File: config.mk
export PLATFORM = sky130hd
export DESIGN_NAME = led_diag_unit
export DESIGN_NICKNAME = d
export VERILOG_FILES = /design/src/diag_pkg.sv /design/src/led_diag_unit.sv
export SDC_FILE = /design/constraint.sdc
export NUM_CORES = 1
export LEC_CHECK = 0
export BUFFER_PORTS_ARGS = -buffer_cell sky130_fd_sc_hd__buf_2
export CORE_MARGIN = 2
export CORE_UTILIZATION = 35
export CTS_CLUSTER_SIZE = 12
export DETAILED_ROUTE_END_ITERATION = 6
export SYNTH_ARGS = -nofsm -noshare
export SYNTH_HDL_FRONTEND = slang
export SYNTH_SLANG_ARGS = --single-unit
File: constraint.sdc
create_clock -name CLK -period 5.7 [get_ports CLK]
set_input_delay 0.285 -clock CLK [delete_from_list [all_inputs] [get_ports CLK]]
set_output_delay 0.285 -clock CLK [all_outputs]
set_load 0.005 [all_outputs]
File: src/diag_pkg.sv
// Constants, types and register map for the LED driver diagnostic instruction unit
package diag_pkg;

	// Pulse counts on the serial input while the frame strobe is high
	localparam logic [4:0] CNT_OPEN = 5'h02;
	localparam logic [4:0] CNT_SHORT = 5'h04;
	localparam logic [4:0] CNT_GND = 5'h06;
	localparam logic [4:0] CNT_THERM = 5'h08;
	localparam logic [4:0] CNT_SMART = 5'h0A;
	localparam logic [4:0] CNT_SLEEP = 5'h0C;
	localparam logic [4:0] CNT_BIAS = 5'h0E;
	localparam logic [4:0] CNT_MAX = 5'h1F;

	// Register byte offsets (low address bits only)
	localparam logic [7:0] OFS_CTRL = 8'h00;
	localparam logic [7:0] OFS_STATUS = 8'h04;
	localparam logic [7:0] OFS_SHIFT = 8'h08;

	// Control fields and reset values
	localparam int CTRL_WD_BIT = 0;
	localparam int CTRL_THR_LSB = 2;
	localparam logic CTRL_WD_RST = 1'b0;
	localparam logic [1:0] CTRL_THR_RST = 2'b00;

	// Status fields
	localparam int STAT_SLEEP_BIT = 0;
	localparam int STAT_WDF_BIT = 1;
	localparam int STAT_WAIT_BIT = 2;
	localparam int STAT_MODE_LSB = 4;

	// Grayscale clock watchdog timeout
	localparam int WD_TIMEOUT_MS = 30;
	localparam int CLK_MHZ = 100;
	localparam int unsigned WD_TIMEOUT_CYC = WD_TIMEOUT_MS * CLK_MHZ * 1000;

	typedef enum logic [2:0]
	{
		MODE_DATA = 3'b000,
		MODE_OPEN = 3'b001,
		MODE_SHORT = 3'b010,
		MODE_GND = 3'b011,
		MODE_THERM = 3'b100,
		MODE_SMART = 3'b101,
		MODE_SLEEP = 3'b110,
		MODE_BIAS = 3'b111
	} mode_t;

	typedef enum logic [0:0]
	{
		DET_IDLE = 1'b0,
		DET_WAIT = 1'b1
	} det_t;

	// Comparator flags from the analog front end, one per channel plus chip-wide
	typedef struct packed
	{
		logic [15:0] below_low;
		logic [15:0] above_short;
		logic hot;
		logic bias_fault;
	} sense_t;

endpackage

File: src/led_diag_unit.sv
// Diagnostic and sleep instruction decoder with serial result shift-out and AHB-Lite control
//
// Operation
// - Two pulses start LED open detection regardless of image data, strobed at fall.
// - Four pulses start LED short detection regardless of image data, strobed at fall.
// - Six pulses start short-to-ground check on every sink pin.
// - During short-to-ground check all sinks are forced off.
// - Eight pulses load thermal result at bit 16, watchdog at bit 1, ones elsewhere.
// - Ten pulses run open and short checks together per channel.
// - Twelve pulses sleep at that strobe fall; next strobe fall wakes.
// - Serial interface keeps accepting and shifting data during sleep.
// - Fourteen pulses load bias-resistor result at bit 16, watchdog at bit 1.
// - Result bit zero means fault, one means normal.
// - Open, short and smart checks switch every sink to the small test current.
// - Detection interval spans strobe fall to next shift-clock rise.
// - Open and short-to-ground checks load zero where pin is below low threshold.
// - Short and smart checks load zero where pin exceeds selected short threshold.
// - Results shift out on serial output at each shift-clock rise.
// - While strobe high, serial output is a retimed copy of serial input.
// - Watchdog bit is zero when enabled and grayscale clock stalled past timeout.
// - Thermal bit is zero when the sensor flags pre-warning temperature.
// - Bias bit is zero when its comparators flag open, high or low.
// - Short threshold select field resets to 2'b00, four levels.
// - Image data shifts through 16-bit register, most significant bit first.
// - Watchdog enable resets to zero; when set, a stalled clock turns outputs off.
//
// Added by the designer: the register addresses and the AHB-Lite register port.
`timescale 1ns/1ns
module led_diag_unit
	import diag_pkg::*;
#(
	parameter int unsigned WD_CYC = WD_TIMEOUT_CYC
)
(
	input wire logic CLK,
	input wire logic RST_N,
	input wire logic HSEL,
	input wire logic [31:0] HADDR,
	input wire logic [1:0] HTRANS,
	input wire logic HWRITE,
	input wire logic [2:0] HSIZE,
	input wire logic [31:0] HWDATA,
	input wire logic HREADY,
	output logic HREADYOUT,
	output logic [31:0] HRDATA,
	output logic HRESP,
	input wire logic FRAME_STROBE,
	input wire logic SHIFT_CLOCK,
	input wire logic SERIAL_IN,
	input wire logic GRAYSCALE_CLOCK,
	input wire sense_t SENSE,
	output logic SERIAL_OUT,
	output logic TEST_CURRENT,
	output logic SINK_FORCE_OFF,
	output logic [1:0] SHORT_THRESHOLD,
	output logic SLEEP
);

	function automatic mode_t decode_count(input logic [4:0] n);
		mode_t m;
		case (n)
			CNT_OPEN: m = MODE_OPEN;
			CNT_SHORT: m = MODE_SHORT;
			CNT_GND: m = MODE_GND;
			CNT_THERM: m = MODE_THERM;
			CNT_SMART: m = MODE_SMART;
			CNT_SLEEP: m = MODE_SLEEP;
			CNT_BIAS: m = MODE_BIAS;
			default: m = MODE_DATA;
		endcase
		return m;
	endfunction

	// Two-stage synchronisers; the first stage feeds only the second
	logic [3:0] pin_m_r;
	logic [3:0] pin_s_r;
	logic [3:0] pin_d_r;
	sense_t sense_m_r;
	sense_t sense_s_r;

	always_ff @(posedge CLK or negedge RST_N)
	begin
		if (!RST_N)
		begin
			pin_m_r <= 4'h0;
			pin_s_r <= 4'h0;
			pin_d_r <= 4'h0;
			sense_m_r <= '0;
			sense_s_r <= '0;
		end
		else
		begin
			pin_m_r <= {GRAYSCALE_CLOCK, SERIAL_IN, SHIFT_CLOCK, FRAME_STROBE};
			pin_s_r <= pin_m_r;
			pin_d_r <= pin_s_r;
			sense_m_r <= SENSE;
			sense_s_r <= sense_m_r;
		end
	end

	wire strobe_hi = pin_s_r[0];
	wire st_fall = pin_d_r[0] & ~pin_s_r[0];
	wire sck_rise = pin_s_r[1] & ~pin_d_r[1];
	wire si_s = pin_s_r[2];
	wire si_rise = pin_s_r[2] & ~pin_d_r[2];
	wire gck_edge = pin_s_r[3] ^ pin_d_r[3];

	logic [4:0] cnt_r;
	logic [4:0] cnt_nxt;
	mode_t mode_r;
	mode_t mode_nxt;
	mode_t new_mode;
	det_t det_r;
	det_t det_nxt;
	logic [15:0] sr_r;
	logic [15:0] sr_nxt;
	logic [15:0] img_r;
	logic sleep_r;
	logic sleep_nxt;
	logic test_r;
	logic force_r;
	logic so_r;
	logic wd_en_r;
	logic [1:0] thr_r;
	logic [31:0] wd_cnt_r;
	logic wd_fault_r;

	// Counter saturates so that a runaway burst cannot wrap onto a valid instruction
	assign cnt_nxt = st_fall ? 5'h00 :
		(strobe_hi && si_rise && cnt_r != CNT_MAX) ? cnt_r + 5'h01 : cnt_r;
	assign new_mode = decode_count(cnt_r);

	wire is_detect = (new_mode == MODE_OPEN) || (new_mode == MODE_SHORT) ||
		(new_mode == MODE_GND) || (new_mode == MODE_SMART);
	wire is_readout = (new_mode == MODE_THERM) || (new_mode == MODE_BIAS);

	assign mode_nxt = st_fall ? new_mode : mode_r;

	always_comb
	begin
		det_nxt = det_r;
		case (det_r)
			DET_IDLE:
				if (st_fall && is_detect)
					det_nxt = DET_WAIT;
			DET_WAIT:
				if (st_fall)
					det_nxt = is_detect ? DET_WAIT : DET_IDLE;
				else if (sck_rise)
					det_nxt = DET_IDLE;
			default:
				det_nxt = DET_IDLE;
		endcase
	end

	// Channel results, zero marks a fault
	wire [15:0] open_ok = ~sense_s_r.below_low;
	wire [15:0] short_ok = ~sense_s_r.above_short;
	wire [15:0] chan_res = (mode_r == MODE_SHORT) ? short_ok :
		(mode_r == MODE_SMART) ? (open_ok & short_ok) : open_ok;
	wire wd_ok = ~wd_fault_r;
	wire [13:0] ones_fill = 14'h3FFF;
	wire [15:0] therm_res = {~sense_s_r.hot, ones_fill, wd_ok};
	wire [15:0] bias_res = {~sense_s_r.bias_fault, ones_fill, wd_ok};

	// Channel results are captured at the end of the detection interval, thermal and bias words at the strobe fall, then shift as image data
	assign sr_nxt = (st_fall && new_mode == MODE_THERM) ? therm_res :
		(st_fall && new_mode == MODE_BIAS) ? bias_res :
		(sck_rise && det_r == DET_WAIT && !st_fall) ? chan_res :
		sck_rise ? {sr_r[14:0], si_s} : sr_r;

	assign sleep_nxt = st_fall ? (new_mode == MODE_SLEEP) : sleep_r;

	wire testing_nxt = (det_nxt == DET_WAIT) && (mode_nxt != MODE_GND);
	wire force_nxt = ((det_nxt == DET_WAIT) && (mode_nxt == MODE_GND)) || wd_fault_r;

	always_ff @(posedge CLK or negedge RST_N)
	begin
		if (!RST_N)
		begin
			cnt_r <= 5'h00;
			mode_r <= MODE_DATA;
			det_r <= DET_IDLE;
			sr_r <= 16'h0000;
			sleep_r <= 1'b0;
			test_r <= 1'b0;
			force_r <= 1'b0;
			so_r <= 1'b0;
		end
		else
		begin
			cnt_r <= cnt_nxt;
			mode_r <= mode_nxt;
			det_r <= det_nxt;
			sr_r <= sr_nxt;
			sleep_r <= sleep_nxt;
			test_r <= testing_nxt;
			force_r <= force_nxt;
			so_r <= strobe_hi ? si_s : sr_r[15];
		end
	end

	// Plain data latches keep a copy of the shift register for readback
	always_ff @(posedge CLK or negedge RST_N)
	begin
		if (!RST_N)
			img_r <= 16'h0000;
		else if (st_fall && new_mode == MODE_DATA)
			img_r <= sr_r;
	end

	// Watchdog runs in sleep too, so a host that holds the clock high trips it if enabled
	always_ff @(posedge CLK or negedge RST_N)
	begin
		if (!RST_N)
		begin
			wd_cnt_r <= 32'h00000000;
			wd_fault_r <= 1'b0;
		end
		else
		begin
			if (gck_edge)
				wd_cnt_r <= 32'h00000000;
			else if (wd_cnt_r < WD_CYC)
				wd_cnt_r <= wd_cnt_r + 32'h00000001;
			wd_fault_r <= wd_en_r && !gck_edge && (wd_cnt_r >= WD_CYC);
		end
	end

	// AHB-Lite slave, zero wait states, always OKAY
	logic ap_wr_r;
	logic [7:0] ap_addr_r;
	logic [31:0] rdata_r;
	wire ap_take = HSEL && HREADY && HTRANS[1];
	wire [7:0] ap_addr = HADDR[7:0];
	wire [31:0] status_word = {24'h000000, 1'b0, mode_r, 1'b0, (det_r == DET_WAIT), wd_fault_r, sleep_r};
	wire [31:0] ctrl_word = {28'h0000000, thr_r, 1'b0, wd_en_r};
	wire [31:0] rd_mux = (ap_addr == OFS_CTRL) ? ctrl_word :
		(ap_addr == OFS_STATUS) ? status_word :
		(ap_addr == OFS_SHIFT) ? {img_r, sr_r} : 32'h00000000;
	wire ctrl_we = ap_wr_r && (ap_addr_r == OFS_CTRL);

	always_ff @(posedge CLK or negedge RST_N)
	begin
		if (!RST_N)
		begin
			ap_wr_r <= 1'b0;
			ap_addr_r <= 8'h00;
			rdata_r <= 32'h00000000;
			wd_en_r <= CTRL_WD_RST;
			thr_r <= CTRL_THR_RST;
		end
		else
		begin
			ap_wr_r <= ap_take && HWRITE;
			ap_addr_r <= ap_addr;
			rdata_r <= (ap_take && !HWRITE) ? rd_mux : 32'h00000000;
			if (ctrl_we)
			begin
				wd_en_r <= HWDATA[CTRL_WD_BIT];
				thr_r <= HWDATA[CTRL_THR_LSB+1:CTRL_THR_LSB];
			end
		end
	end

	assign HREADYOUT = 1'b1;
	assign HRESP = 1'b0;
	assign HRDATA = rdata_r;
	assign SERIAL_OUT = so_r;
	assign TEST_CURRENT = test_r;
	assign SINK_FORCE_OFF = force_r;
	assign SHORT_THRESHOLD = thr_r;
	assign SLEEP = sleep_r;
endmodule

==> results.json, run 1 <==
{
  "reg2reg_depth": 5,
  "synth_fa_ha_area_frac": 0.0102,
  "start_kind": "register",
  "synth_top_family_by_area": "simple AND/OR/NAND/NOR gates",
  "crit_arrival_ps": 3110,
  "grt_pass1_wl_mm": 24.9,
  "combPwrFrac": 0.072,
  "yosysSeqAreaShare": 0.687,
  "synth_ff_type": "dfrtp_1",
  "cts_root_buf": "clkbuf_16",
  "grt_pass1_vias": 5033,
  "hold_path.class": "input pin to async pin",
  "postRouteAntennaNets": 0,
  "place_area_sq_um": 8070,
  "io_buffers": 92,
  "synth_area_leader_cell": "dfrtp_1",
  "cts_hold_buf": 45,
  "gp_congestion": 0.824,
  "synth_edf_count": 0,
  "synth-compound-area-share": 0.108,
  "slew_headroom": 0.196,
  "violations": "hold timing",
  "synth_xor_xnor_area_share": 0.00714,
  "rsz0062_at_grt": "false",
  "area_growth_pct": 24.7,
  "status": "finished, violations left",
  "hpwl_mm": 9.85,
  "crit_path_end_kind": "register",
  "avgRoutedWirePerCell_um": 15.2,
  "internal_power_mw": 2.44,
  "final_common_cell": "dfrtp_1",
  "h-tree-depth": 1,
  "p_sw_frac": 0.222,
  "muxShareOfSynthArea": 0.0359,
  "final_nets": 818,
  "synth_warnings": 0,
  "drtIter0Drc": 257,
  "min_period_over_period": 0.477,
  "irDropWorstVdd_v": 0.000178,
  "cts_max_path_buffers": 3,
  "synth.top_cell.area_share": 0.687,
  "io_pins": 152,
  "min_period_ps": 2720,
  "worst-path-max-fanout": 17,
  "drive_gt1_frac": 0.214,
  "finalHoldViolations": 8,
  "p_leak_nw": 4.12,
  "clock_skew_ps": 11.9,
  "diodes": 0,
  "setup_viol": 0,
  "final_area_sq_um": 9180,
  "die_area_sq_um": 22200,
  "synth_seq_cells": 202,
  "ys_top_cells_by_area": "dfrtp_1, and2_1, mux2_2",
  "post_cts_buffers": 0,
  "synthesis.nets": 680,
  "synthesis.area_sq_um": 7360,
  "post_cts_resized": 0,
  "overflow": 0,
  "drt_drc_violations_left": 0,
  "rrSetupSlack_ps": 2980,
  "vias_per_cell": 4.89,
  "synth-simple-area-share": 0.127,
  "antenna_found_initial": 0,
  "firstDrtPassIters": 4,
  "rows": 53,
  "drv_slew": 0,
  "cts.reportedPaths.clkPinSlew_ps": 60,
  "vias": 4813,
  "die_w_um": 149,
  "grt_usage": 0.140,
  "syn_area_per_cell_sq_um": 13.1,
  "core-area_sq_um": 20800,
  "p_per_area_nw_per_um2": 342,
  "die_h_um": 149,
  "clockPowerShare": 0.410,
  "async_flop_share": 1.00,
  "clkSinkCount": 202,
  "regToRegStartpoint": "mode_r[1]$_DFF_PN0_",
  "initial_utilization": 0.353,
  "p_sw_uw": 698,
  "crit_required_ps": 6090,
  "r2r_end": "sr_r[0]$_DFFE_PN0P_",
  "hold_slack_ps": -9.60,
  "cts_buffers": 22,
  "critical_path_class": "register to register",
  "grt_max_degree": 144,
  "synth_cell_types": 58,
  "cts_tree": "yes",
  "p_seq_frac": 0.518,
  "worst_pin_slew_ps": 1200,
  "clk_latency_ps": 490,
  "drt-total-wl_mm": 15.0,
  "fmax_mhz": 368,
  "synth_cells": 562,
  "tns_ps": 0,
  "maxCapViolations": 0,
  "mostFrequentLayoutCells": "dfrtp_1, buf_2, dlygate4sd3_1, nor2_1, and2_1"
}
-- worst max-delay path: stages, from the launching register on --
cell	delay (ps)
dfrtp_1	410
or3b_1	620
nand2_1	590
a221oi_1	640
o221ai_1	200
o21ai_0	150
-- power groups by stage --
| stage | registers [mW] | logic, mW | clock network, mW |
|---|---|---|---|
| after floorplan | 1.62 | 0.128 | 0 |
| after global placement | 1.65 | 0.193 | 0 |
| after detailed placement | 1.65 | 0.204 | 0 |
| after CTS | 1.63 | 0.228 | 1.33 |
| after global routing | 1.64 | 0.255 | 1.39 |
| final | 1.63 | 0.225 | 1.29 |
-- sequential cells by signal, summed over array words and instances, names as in the netlist, 2 cells and up --
signal / cells
sense_m_r: 34
sense_s_r: 34
HRDATA: 32
wd_cnt_r: 32
img_r: 16
sr_r: 16
ap_addr_r: 8
cnt_r: 5
pin_d_r: 4
pin_m_r: 4
pin_s_r: 4
mode_r: 3
SHORT_THRESHOLD: 2
-- cell usage after synthesis, types with 3 or more instances --
library cell    n
nor3_1          4
and3_1          7
nor4_1          5
nand4_1         8
o21ai_1         6
clkbuf_1       18
or4_1           7
mux2_2         19
or3_1          10
buf_2           4
o211ai_1        4
dfrtp_1       202
nor2b_1         5
nand2_1        21
nand3_1        14
xor2_1          4
a22oi_1         5
a221oi_1       16
mux2i_1         5
inv_1           8
o31ai_1         5
nor2_1         38
ha_1            6
a21oi_1        22
and2_1         37
o21ai_0        25
buf_6           3
a211oi_1       14
-- routing by layer --
layer	share of wire	global-route usage
met4	0.024	0.0490
met2	0.48	0.232
met3	0.047	0.0248
met1	0.44	0.186
met5	0	0
-- worst max-delay path by stage --
stage / startpoint / to / slack (ps)
finish: mode_r[1]$_DFF_PN0_ / sr_r[0]$_DFFE_PN0P_ / 2980
global route: mode_r[1]$_DFF_PN0_ / sr_r[0]$_DFFE_PN0P_ / 2790
CTS: mode_r[1]$_DFF_PN0_ / sr_r[0]$_DFFE_PN0P_ / 2920
detailed placement: mode_r[1]$_DFF_PN0_ / sr_r[0]$_DFFE_PN0P_ / 2930
global placement: mode_r[1]$_DFF_PN0_ / sr_r[0]$_DFFE_PN0P_ / 2960
floorplan: cnt_r[0]$_DFFE_PN0P_ / cnt_r[3]$_DFFE_PN0P_ / 3780
-- layout make-up --
type	count	area (sq um)
Sequential cell	202	5050
Multi-Input combinational cell	324	2130
Timing Repair Buffer	142	957
Clock buffer	33	653
Clock inverter	1	5.00
Tap cell	275	344
Inverter	8	30.0
Fill cell	1908	11600
-- logic make-up (layout without fill, tap and decap cells) --
| logic type | count (synthesis) | in the layout |
|---|---|---|
| AO/OA/AOI/OAI | 116 | 116 |
| XOR/XNOR | 6 | 6 |
| adder cells (fa/ha/maj) | 6 | 6 |
| buffers and inverters | 36 | 184 |
| flip-flops | 202 | 202 |
| multiplexers | 24 | 24 |
| other | 2 | 2 |
| AND/OR/NAND/NOR | 170 | 170 |
-- metrics by stage --
stage	total power [mW]	std cells	worst slack, ps	util
3_3_place_gp	1.84	906	2960	0.387
3_5_place_dp	1.86	906	2930	0.387
2_1_floorplan	1.75	562	3780	-
5_1_grt	3.29	985	2790	0.441
6_report	3.14	985	2980	0.441
4_1_cts	3.19	985	2920	0.441
Note: power is estimated with default switching activity, not from simulation.
==> run 2, diff against run 1 <==
- ABC_AREA: unset -> 1
- clock period: 5.7 -> 2.7 ns (I/O delays scaled with it)
==> results.json, run 2 <==
{
  "min_period_ps": 1940,
  "grt_pass1_wl_mm": 28.1,
  "critical-path-slowest-cell": "dfrtp_1",
  "antenna_found_initial": 0,
  "cts.reportedPaths.clkPinSlew_ps": 60,
  "slew_headroom": 0.630,
  "crit_arrival_ps": 2360,
  "synth_seq_cells": 202,
  "cts_tree": "yes",
  "worst_pin_slew_ps": 555,
  "yosysSeqAreaShare": 0.633,
  "post_cts_resized": 0,
  "grt_max_degree": 81,
  "vias": 5674,
  "synth_warnings": 0,
  "grt_pass1_vias": 5612,
  "cpLargestDelayFamily": "simple AND/OR/NAND/NOR gates",
  "initial_utilization": 0.355,
  "cts_max_path_buffers": 3,
  "start_kind": "register",
  "postRouteAntennaNets": 0,
  "async_flop_share": 1.00,
  "firstDrtPassIters": 5,
  "worst-path-buf-inv": 2,
  "fmax_mhz": 516,
  "worstPathCellList": "inv_1, ha_1, nor2_1, nor2_2, nand2_1, o21ai_0, or2_1, buf_4, nand2_1, o21ai_1",
  "drt-total-wl_mm": 16.8,
  "core-area_sq_um": 22500,
  "synth.most_common_cell": "nand2_1",
  "synth_ff_type": "dfrtp_1",
  "status": "complete, no violations",
  "synth_cells": 823,
  "post_cts_buffers": 0,
  "final_common_cell": "nand2_1",
  "synthesis.nets": 941,
  "crit_path_end_kind": "register",
  "p_per_area_nw_per_um2": 679,
  "crit_path_frequent_cell": "nand2_1",
  "worst-path-max-fanout": 32,
  "area_growth_pct": 24.3,
  "die_h_um": 155,
  "cts_buffers": 23,
  "yosys-top-cells-count": "nand2_1, dfrtp_1, nor2_1, inv_1, nand3_1",
  "maxCapViolations": 0,
  "diodes": 0,
  "synthesis.area_sq_um": 7990,
  "hold_path.class": "input pin to async pin",
  "tns_ps": 0,
  "die_w_um": 155,
  "min_period_over_period": 0.718,
  "ys_top_cells_by_area": "dfrtp_1, nand2_1, nor2_1",
  "top_regs": "sense_m_r x34, sense_s_r x34",
  "finalHoldViolations": 0,
  "critical-path-max-stage-delay_ps": 400,
  "syn_area_per_cell_sq_um": 9.70,
  "synth_edf_count": 0,
  "rsz0062_at_grt": "false",
  "drtIter0Drc": 277,
  "die_area_sq_um": 24000,
  "drv_slew": 0,
  "synth.top_cell.area_share": 0.633,
  "mostFrequentLayoutCells": "nand2_1, dfrtp_1, nor2_1, buf_2, inv_1",
  "setup_viol": 0,
  "clk_latency_ps": 500,
  "crit_required_ps": 3120,
  "p_leak_nw": 4.76,
  "drive_gt1_frac": 0.166,
  "irDropWorstVdd_v": 0.000366,
  "synth_cell_types": 39,
  "io_buffers": 92,
  "critical_path_class": "register to register",
  "place_area_sq_um": 8710,
  "rows": 55,
  "h-tree-depth": 1,
  "overflow": 0,
  "final_nets": 1094,
  "avgRoutedWirePerCell_um": 13.1,
  "clkSinkCount": 202,
  "drt_drc_violations_left": 0,
  "gp_congestion": 0.834,
  "vias_per_cell": 4.45,
  "final_area_sq_um": 9920,
  "grt_usage": 0.144,
  "cts_root_buf": "clkbuf_16",
  "clock_skew_ps": 11.6,
  "hpwl_mm": 11.0,
  "synth_area_leader_cell": "dfrtp_1",
  "io_pins": 152
}
[run 2: cell types whose count changed in the layout (fill, tap and decap cells not counted), moves of 10 or more]
cell | before | now
nor3_1 | 4 | 15
a221oi_1 | 16 | 0
and2_1 | 37 | 1
nand2_1 | 21 | 204
mux2_2 | 19 | 3
inv_1 | 8 | 71
nand3_1 | 14 | 64
a211oi_1 | 14 | 0
nor2_1 | 38 | 113
or3_1 | 10 | 0
[run 2: final timing paths]
| check | start | endpoint | slack [ps] | cells after the start |
|---|---|---|---|---|
| setup / recovery | cnt_r[0]$_DFFE_PN0P_ | img_r[10]$_DFFE_PN0P_ | 760 | 10 |
| hold / removal | RST_N | ap_addr_r[1]$_DFF_PN0_ | 190 | 2 |
| setup reg to reg | cnt_r[0]$_DFFE_PN0P_ | img_r[10]$_DFFE_PN0P_ | 760 | 10 |
| hold reg to reg | sense_m_r[6]$_DFF_PN0_ | sense_s_r[6]$_DFF_PN0_ | 340 | 0 |
| max in group asynchronous | RST_N | wd_cnt_r[21]$_DFFE_PN0P_ | 1690 | 3 |
| min in group CLK | HREADY | HRDATA[25]$_DFF_PN0_ | 210 | 6 |
[run 2: area by class of cell]
class,count,area (sq um)
fillers,2140,12600
flip-flops and latches,202,5050
multi-input cells,522,2470
repair buffers,153,1070
clock buffers,33,643
well taps,285,357
inverters,74,278
clock inverters,7,46.3
[run 2: cells by family after synthesis]
| group | count (synthesis) | share of synthesized area |
|---|---|---|
| other cells | 2 | 0.000940 |
| xor+xnor | 13 | 0.0166 |
| buf+inv | 99 | 0.0572 |
| compound gates | 72 | 0.0492 |
| fa+ha+maj | 6 | 0.00940 |
| mux | 3 | 0.00423 |
| simple gates | 426 | 0.229 |
| flops | 202 | 0.633 |
[run 2: worst reg2reg max path, stage by stage (launching register included)]
cell and delay, ps:
dfrtp_1 400, inv_1 130, ha_1 240, nor2_1 70, nor2_2 160, nand2_1 90
o21ai_0 120, or2_1 140, buf_4 320, nand2_1 120, o21ai_1 80
[run 2: metal layers]
metal | vias up | share of wire | GRT usage | wire length [um]
met1 | 2654 | 0.45 | 0.192 | 7560
met2 | 103 | 0.48 | 0.239 | 8070
met4 | 0 | 0.016 | 0.0397 | 270
met5 | - | 0 | 0 | 0
met3 | 19 | 0.053 | 0.0287 | 881
li1 | 2898 | - | - | -
[run 2: what timing repair did]
item                       4_1_cts  5_1_grt
hold buffers                    52        0
hold endpoints to repair       118        0
setup endpoints to repair        0        0
[run 2: power breakdown]
group	internal, mW	switching, mW	leakage, nW	total, mW
logic	0.219	0.355	1.90	0.574
clock network	1.66	1.16	0.342	2.82
registers	3.24	0.101	2.51	3.34
[run 2: through the flow]
stage | worst slack, ps | power, mW | hold WS [ps] | util | instances
floorplan | 1030 | 3.70 | -161 | - | 823
global placement | 823 | 3.91 | 157 | 0.387 | 1184
detailed placement | 787 | 3.92 | 160 | 0.387 | 1184
CTS | 759 | 6.84 | 186 | 0.441 | 1276
global route | 561 | 7.08 | 209 | 0.441 | 1276
finish | 760 | 6.73 | 185 | 0.441 | 1276
==> run 3, diff against run 2 <==
- clock period: 2.7 -> 1.65 ns (I/O delays scaled with it)
==> results.json, run 3 (same netlist as run 2, synthesis figures left out) <==
{
  "cts_tree": "yes",
  "die_w_um": 155,
  "clkSinkCount": 202,
  "slew_headroom": 0.636,
  "p_per_area_nw_per_um2": 1060,
  "rrSetupSlack_ps": -60,
  "finalHoldViolations": 0,
  "die_area_sq_um": 24000,
  "crit_path_end_kind": "register",
  "crit_arrival_ps": 2080,
  "utilization": 0.481,
  "initial_utilization": 0.355,
  "gp_congestion": 0.854,
  "start_kind": "register",
  "rows": 55,
  "io_pins": 152,
  "die_h_um": 155,
  "drtIter0Drc": 228,
  "grt_pass1_wl_mm": 29.2,
  "min_period_ps": 1710,
  "rsz0062_at_grt": "true",
  "mostFrequentLayoutCells": "dfrtp_1, nand2_1, nor2_1, buf_2, inv_1",
  "grt_pass1_vias": 6042,
  "violations": "setup timing",
  "combPwrFrac": 0.115,
  "io_buffers": 92,
  "area_growth_pct": 35.6,
  "crit_required_ps": 2010,
  "irDropWorstVdd_v": 0.000595,
  "clock_skew_ps": 22.0,
  "final_common_cell": "dfrtp_1",
  "p_leak_nw": 5.08,
  "timing.critical_path.to": "img_r[14]$_DFFE_PN0P_",
  "p_seq_frac": 0.477,
  "postRouteAntennaNets": 0,
  "cts.reportedPaths.clkPinSlew_ps": 50,
  "status": "finished, violations left",
  "hpwl_mm": 11.6,
  "drv_slew": 0,
  "cts_max_path_buffers": 3,
  "antenna_found_initial": 0,
  "diodes": 0,
  "p_sw_frac": 0.243,
  "regToRegStartpoint": "cnt_r[1]$_DFFE_PN0P_",
  "vias": 5920,
  "grt_use_met2": 0.260,
  "reg2reg_depth": 10,
  "place_ws_ps": -77.2,
  "met1_usage": 0.188,
  "gr-max-usage-layer": "met2",
  "overflow": 0,
  "internal_power_mw": 8.73,
  "clockPowerShare": 0.408,
  "min_period_over_period": 1.04,
  "cts_root_buf": "clkbuf_16",
  "grt_usage": 0.149,
  "cts_buffers": 23,
  "critical_path_class": "register to register",
  "fmax_mhz": 584,
  "hold_path.class": "input pin to async pin",
  "drive_gt1_frac": 0.276,
  "top_regs": "sense_m_r x34, sense_s_r x34",
  "avgRoutedWirePerCell_um": 13.8,
  "maxCapViolations": 0,
  "worst-path-max-fanout": 8,
  "vias_per_cell": 4.52,
  "firstDrtPassIters": 4,
  "p_sw_mw": 2.80,
  "cp-startpoint": "cnt_r[1]$_DFFE_PN0P_",
  "drt-total-wl_mm": 18.0,
  "worst_pin_slew_ps": 542,
  "r2r_end": "img_r[14]$_DFFE_PN0P_",
  "setup_slack_ps": -63.3,
  "met3_usage": 0.0242,
  "nFillCells": 2018,
  "h-tree-depth": 1,
  "drt_drc_violations_left": 0,
  "grt_max_degree": 49,
  "clk_latency_ps": 500,
  "final_nets": 1133,
  "core-area_sq_um": 22500,
  "setup_viol": 27
}
-- run 3: cell count changes in the layout (fill, tap and decap cells not counted), moves of 17 or more --
cell	change
buf_4	+23
nand2_2	+18
nand2_1	-24
nor2_1	-22
nor2_4	+17
-- run 3: timing repair --
action | in CTS | in global routing
cloned | 2 | 3
pin swaps | 4 | 27
gates resized for setup | 25 | 101
endpoints found under the hold margin | 255 | 0
setup endpoints to repair | 34 | 63
hold buffers | 52 | 0
setup buffers | 2 | 7
-- run 3: layout make-up --
class                      instances  area, sq um  area share
inverter                          74          288      0.0266
multi-input combinational        523         2880       0.266
clock inverter                     6         58.8     0.00543
timing repair buffer             191         1550       0.143
tap                              285          357      0.0329
clock buffer                      30          642      0.0593
sequential                       202         5060       0.467
-- run 3: worst min-delay path by stage --
stage	to	cells after the start	startpoint
detailed placement	ap_addr_r[5]$_DFF_PN0_	1	RST_N
floorplan	HRDATA[0]$_DFF_PN0_	0	RST_N
global placement	ap_addr_r[1]$_DFF_PN0_	1	RST_N
CTS	ap_addr_r[1]$_DFF_PN0_	2	RST_N
finish	ap_addr_r[1]$_DFF_PN0_	2	RST_N
global route	ap_addr_r[1]$_DFF_PN0_	2	RST_N
-- run 3: metrics by stage --
stage	power, mW	setup TNS [ps]	hold WS, ps	cells	instance area, sq um
global route	12.1	-3270	110	1311	10800
floorplan	6.06	0	-213	823	8000
finish	11.5	-887	93.7	1311	10800
CTS	11.5	-714	94.2	1301	10400
detailed placement	6.50	-1390	71.7	1209	9010
global placement	6.48	-383	69.4	1209	9010
-- run 3: power by group through the flow --
stage | Clock, mW | Sequential (mW) | Combinational [mW]
finish | 4.70 | 5.50 | 1.33
global route | 5.09 | 5.54 | 1.48
CTS | 4.88 | 5.49 | 1.11
detailed placement | 0 | 5.56 | 0.945
global placement | 0 | 5.55 | 0.930
floorplan | 0 | 5.51 | 0.555
-- run 3: critical path, stage by stage, from the launching register on --
cell and delay, ps:
dfrtp_1 400, buf_6 130, ha_4 170, nor2_4 80, nor2_2 50, nand2_1 100, o21ai_2 70, or2_4 300
buf_12 170, nand2_4 60, o21ai_2 50
-- run 3: layer usage --
metal | share of wire | wire (um) | vias to the layer above
li1 | - | - | 2966
met1 | 0.42 | 7630 | 2777
met2 | 0.50 | 9070 | 133
met3 | 0.042 | 758 | 44
met4 | 0.032 | 573 | 0
met5 | 0 | 0 | -
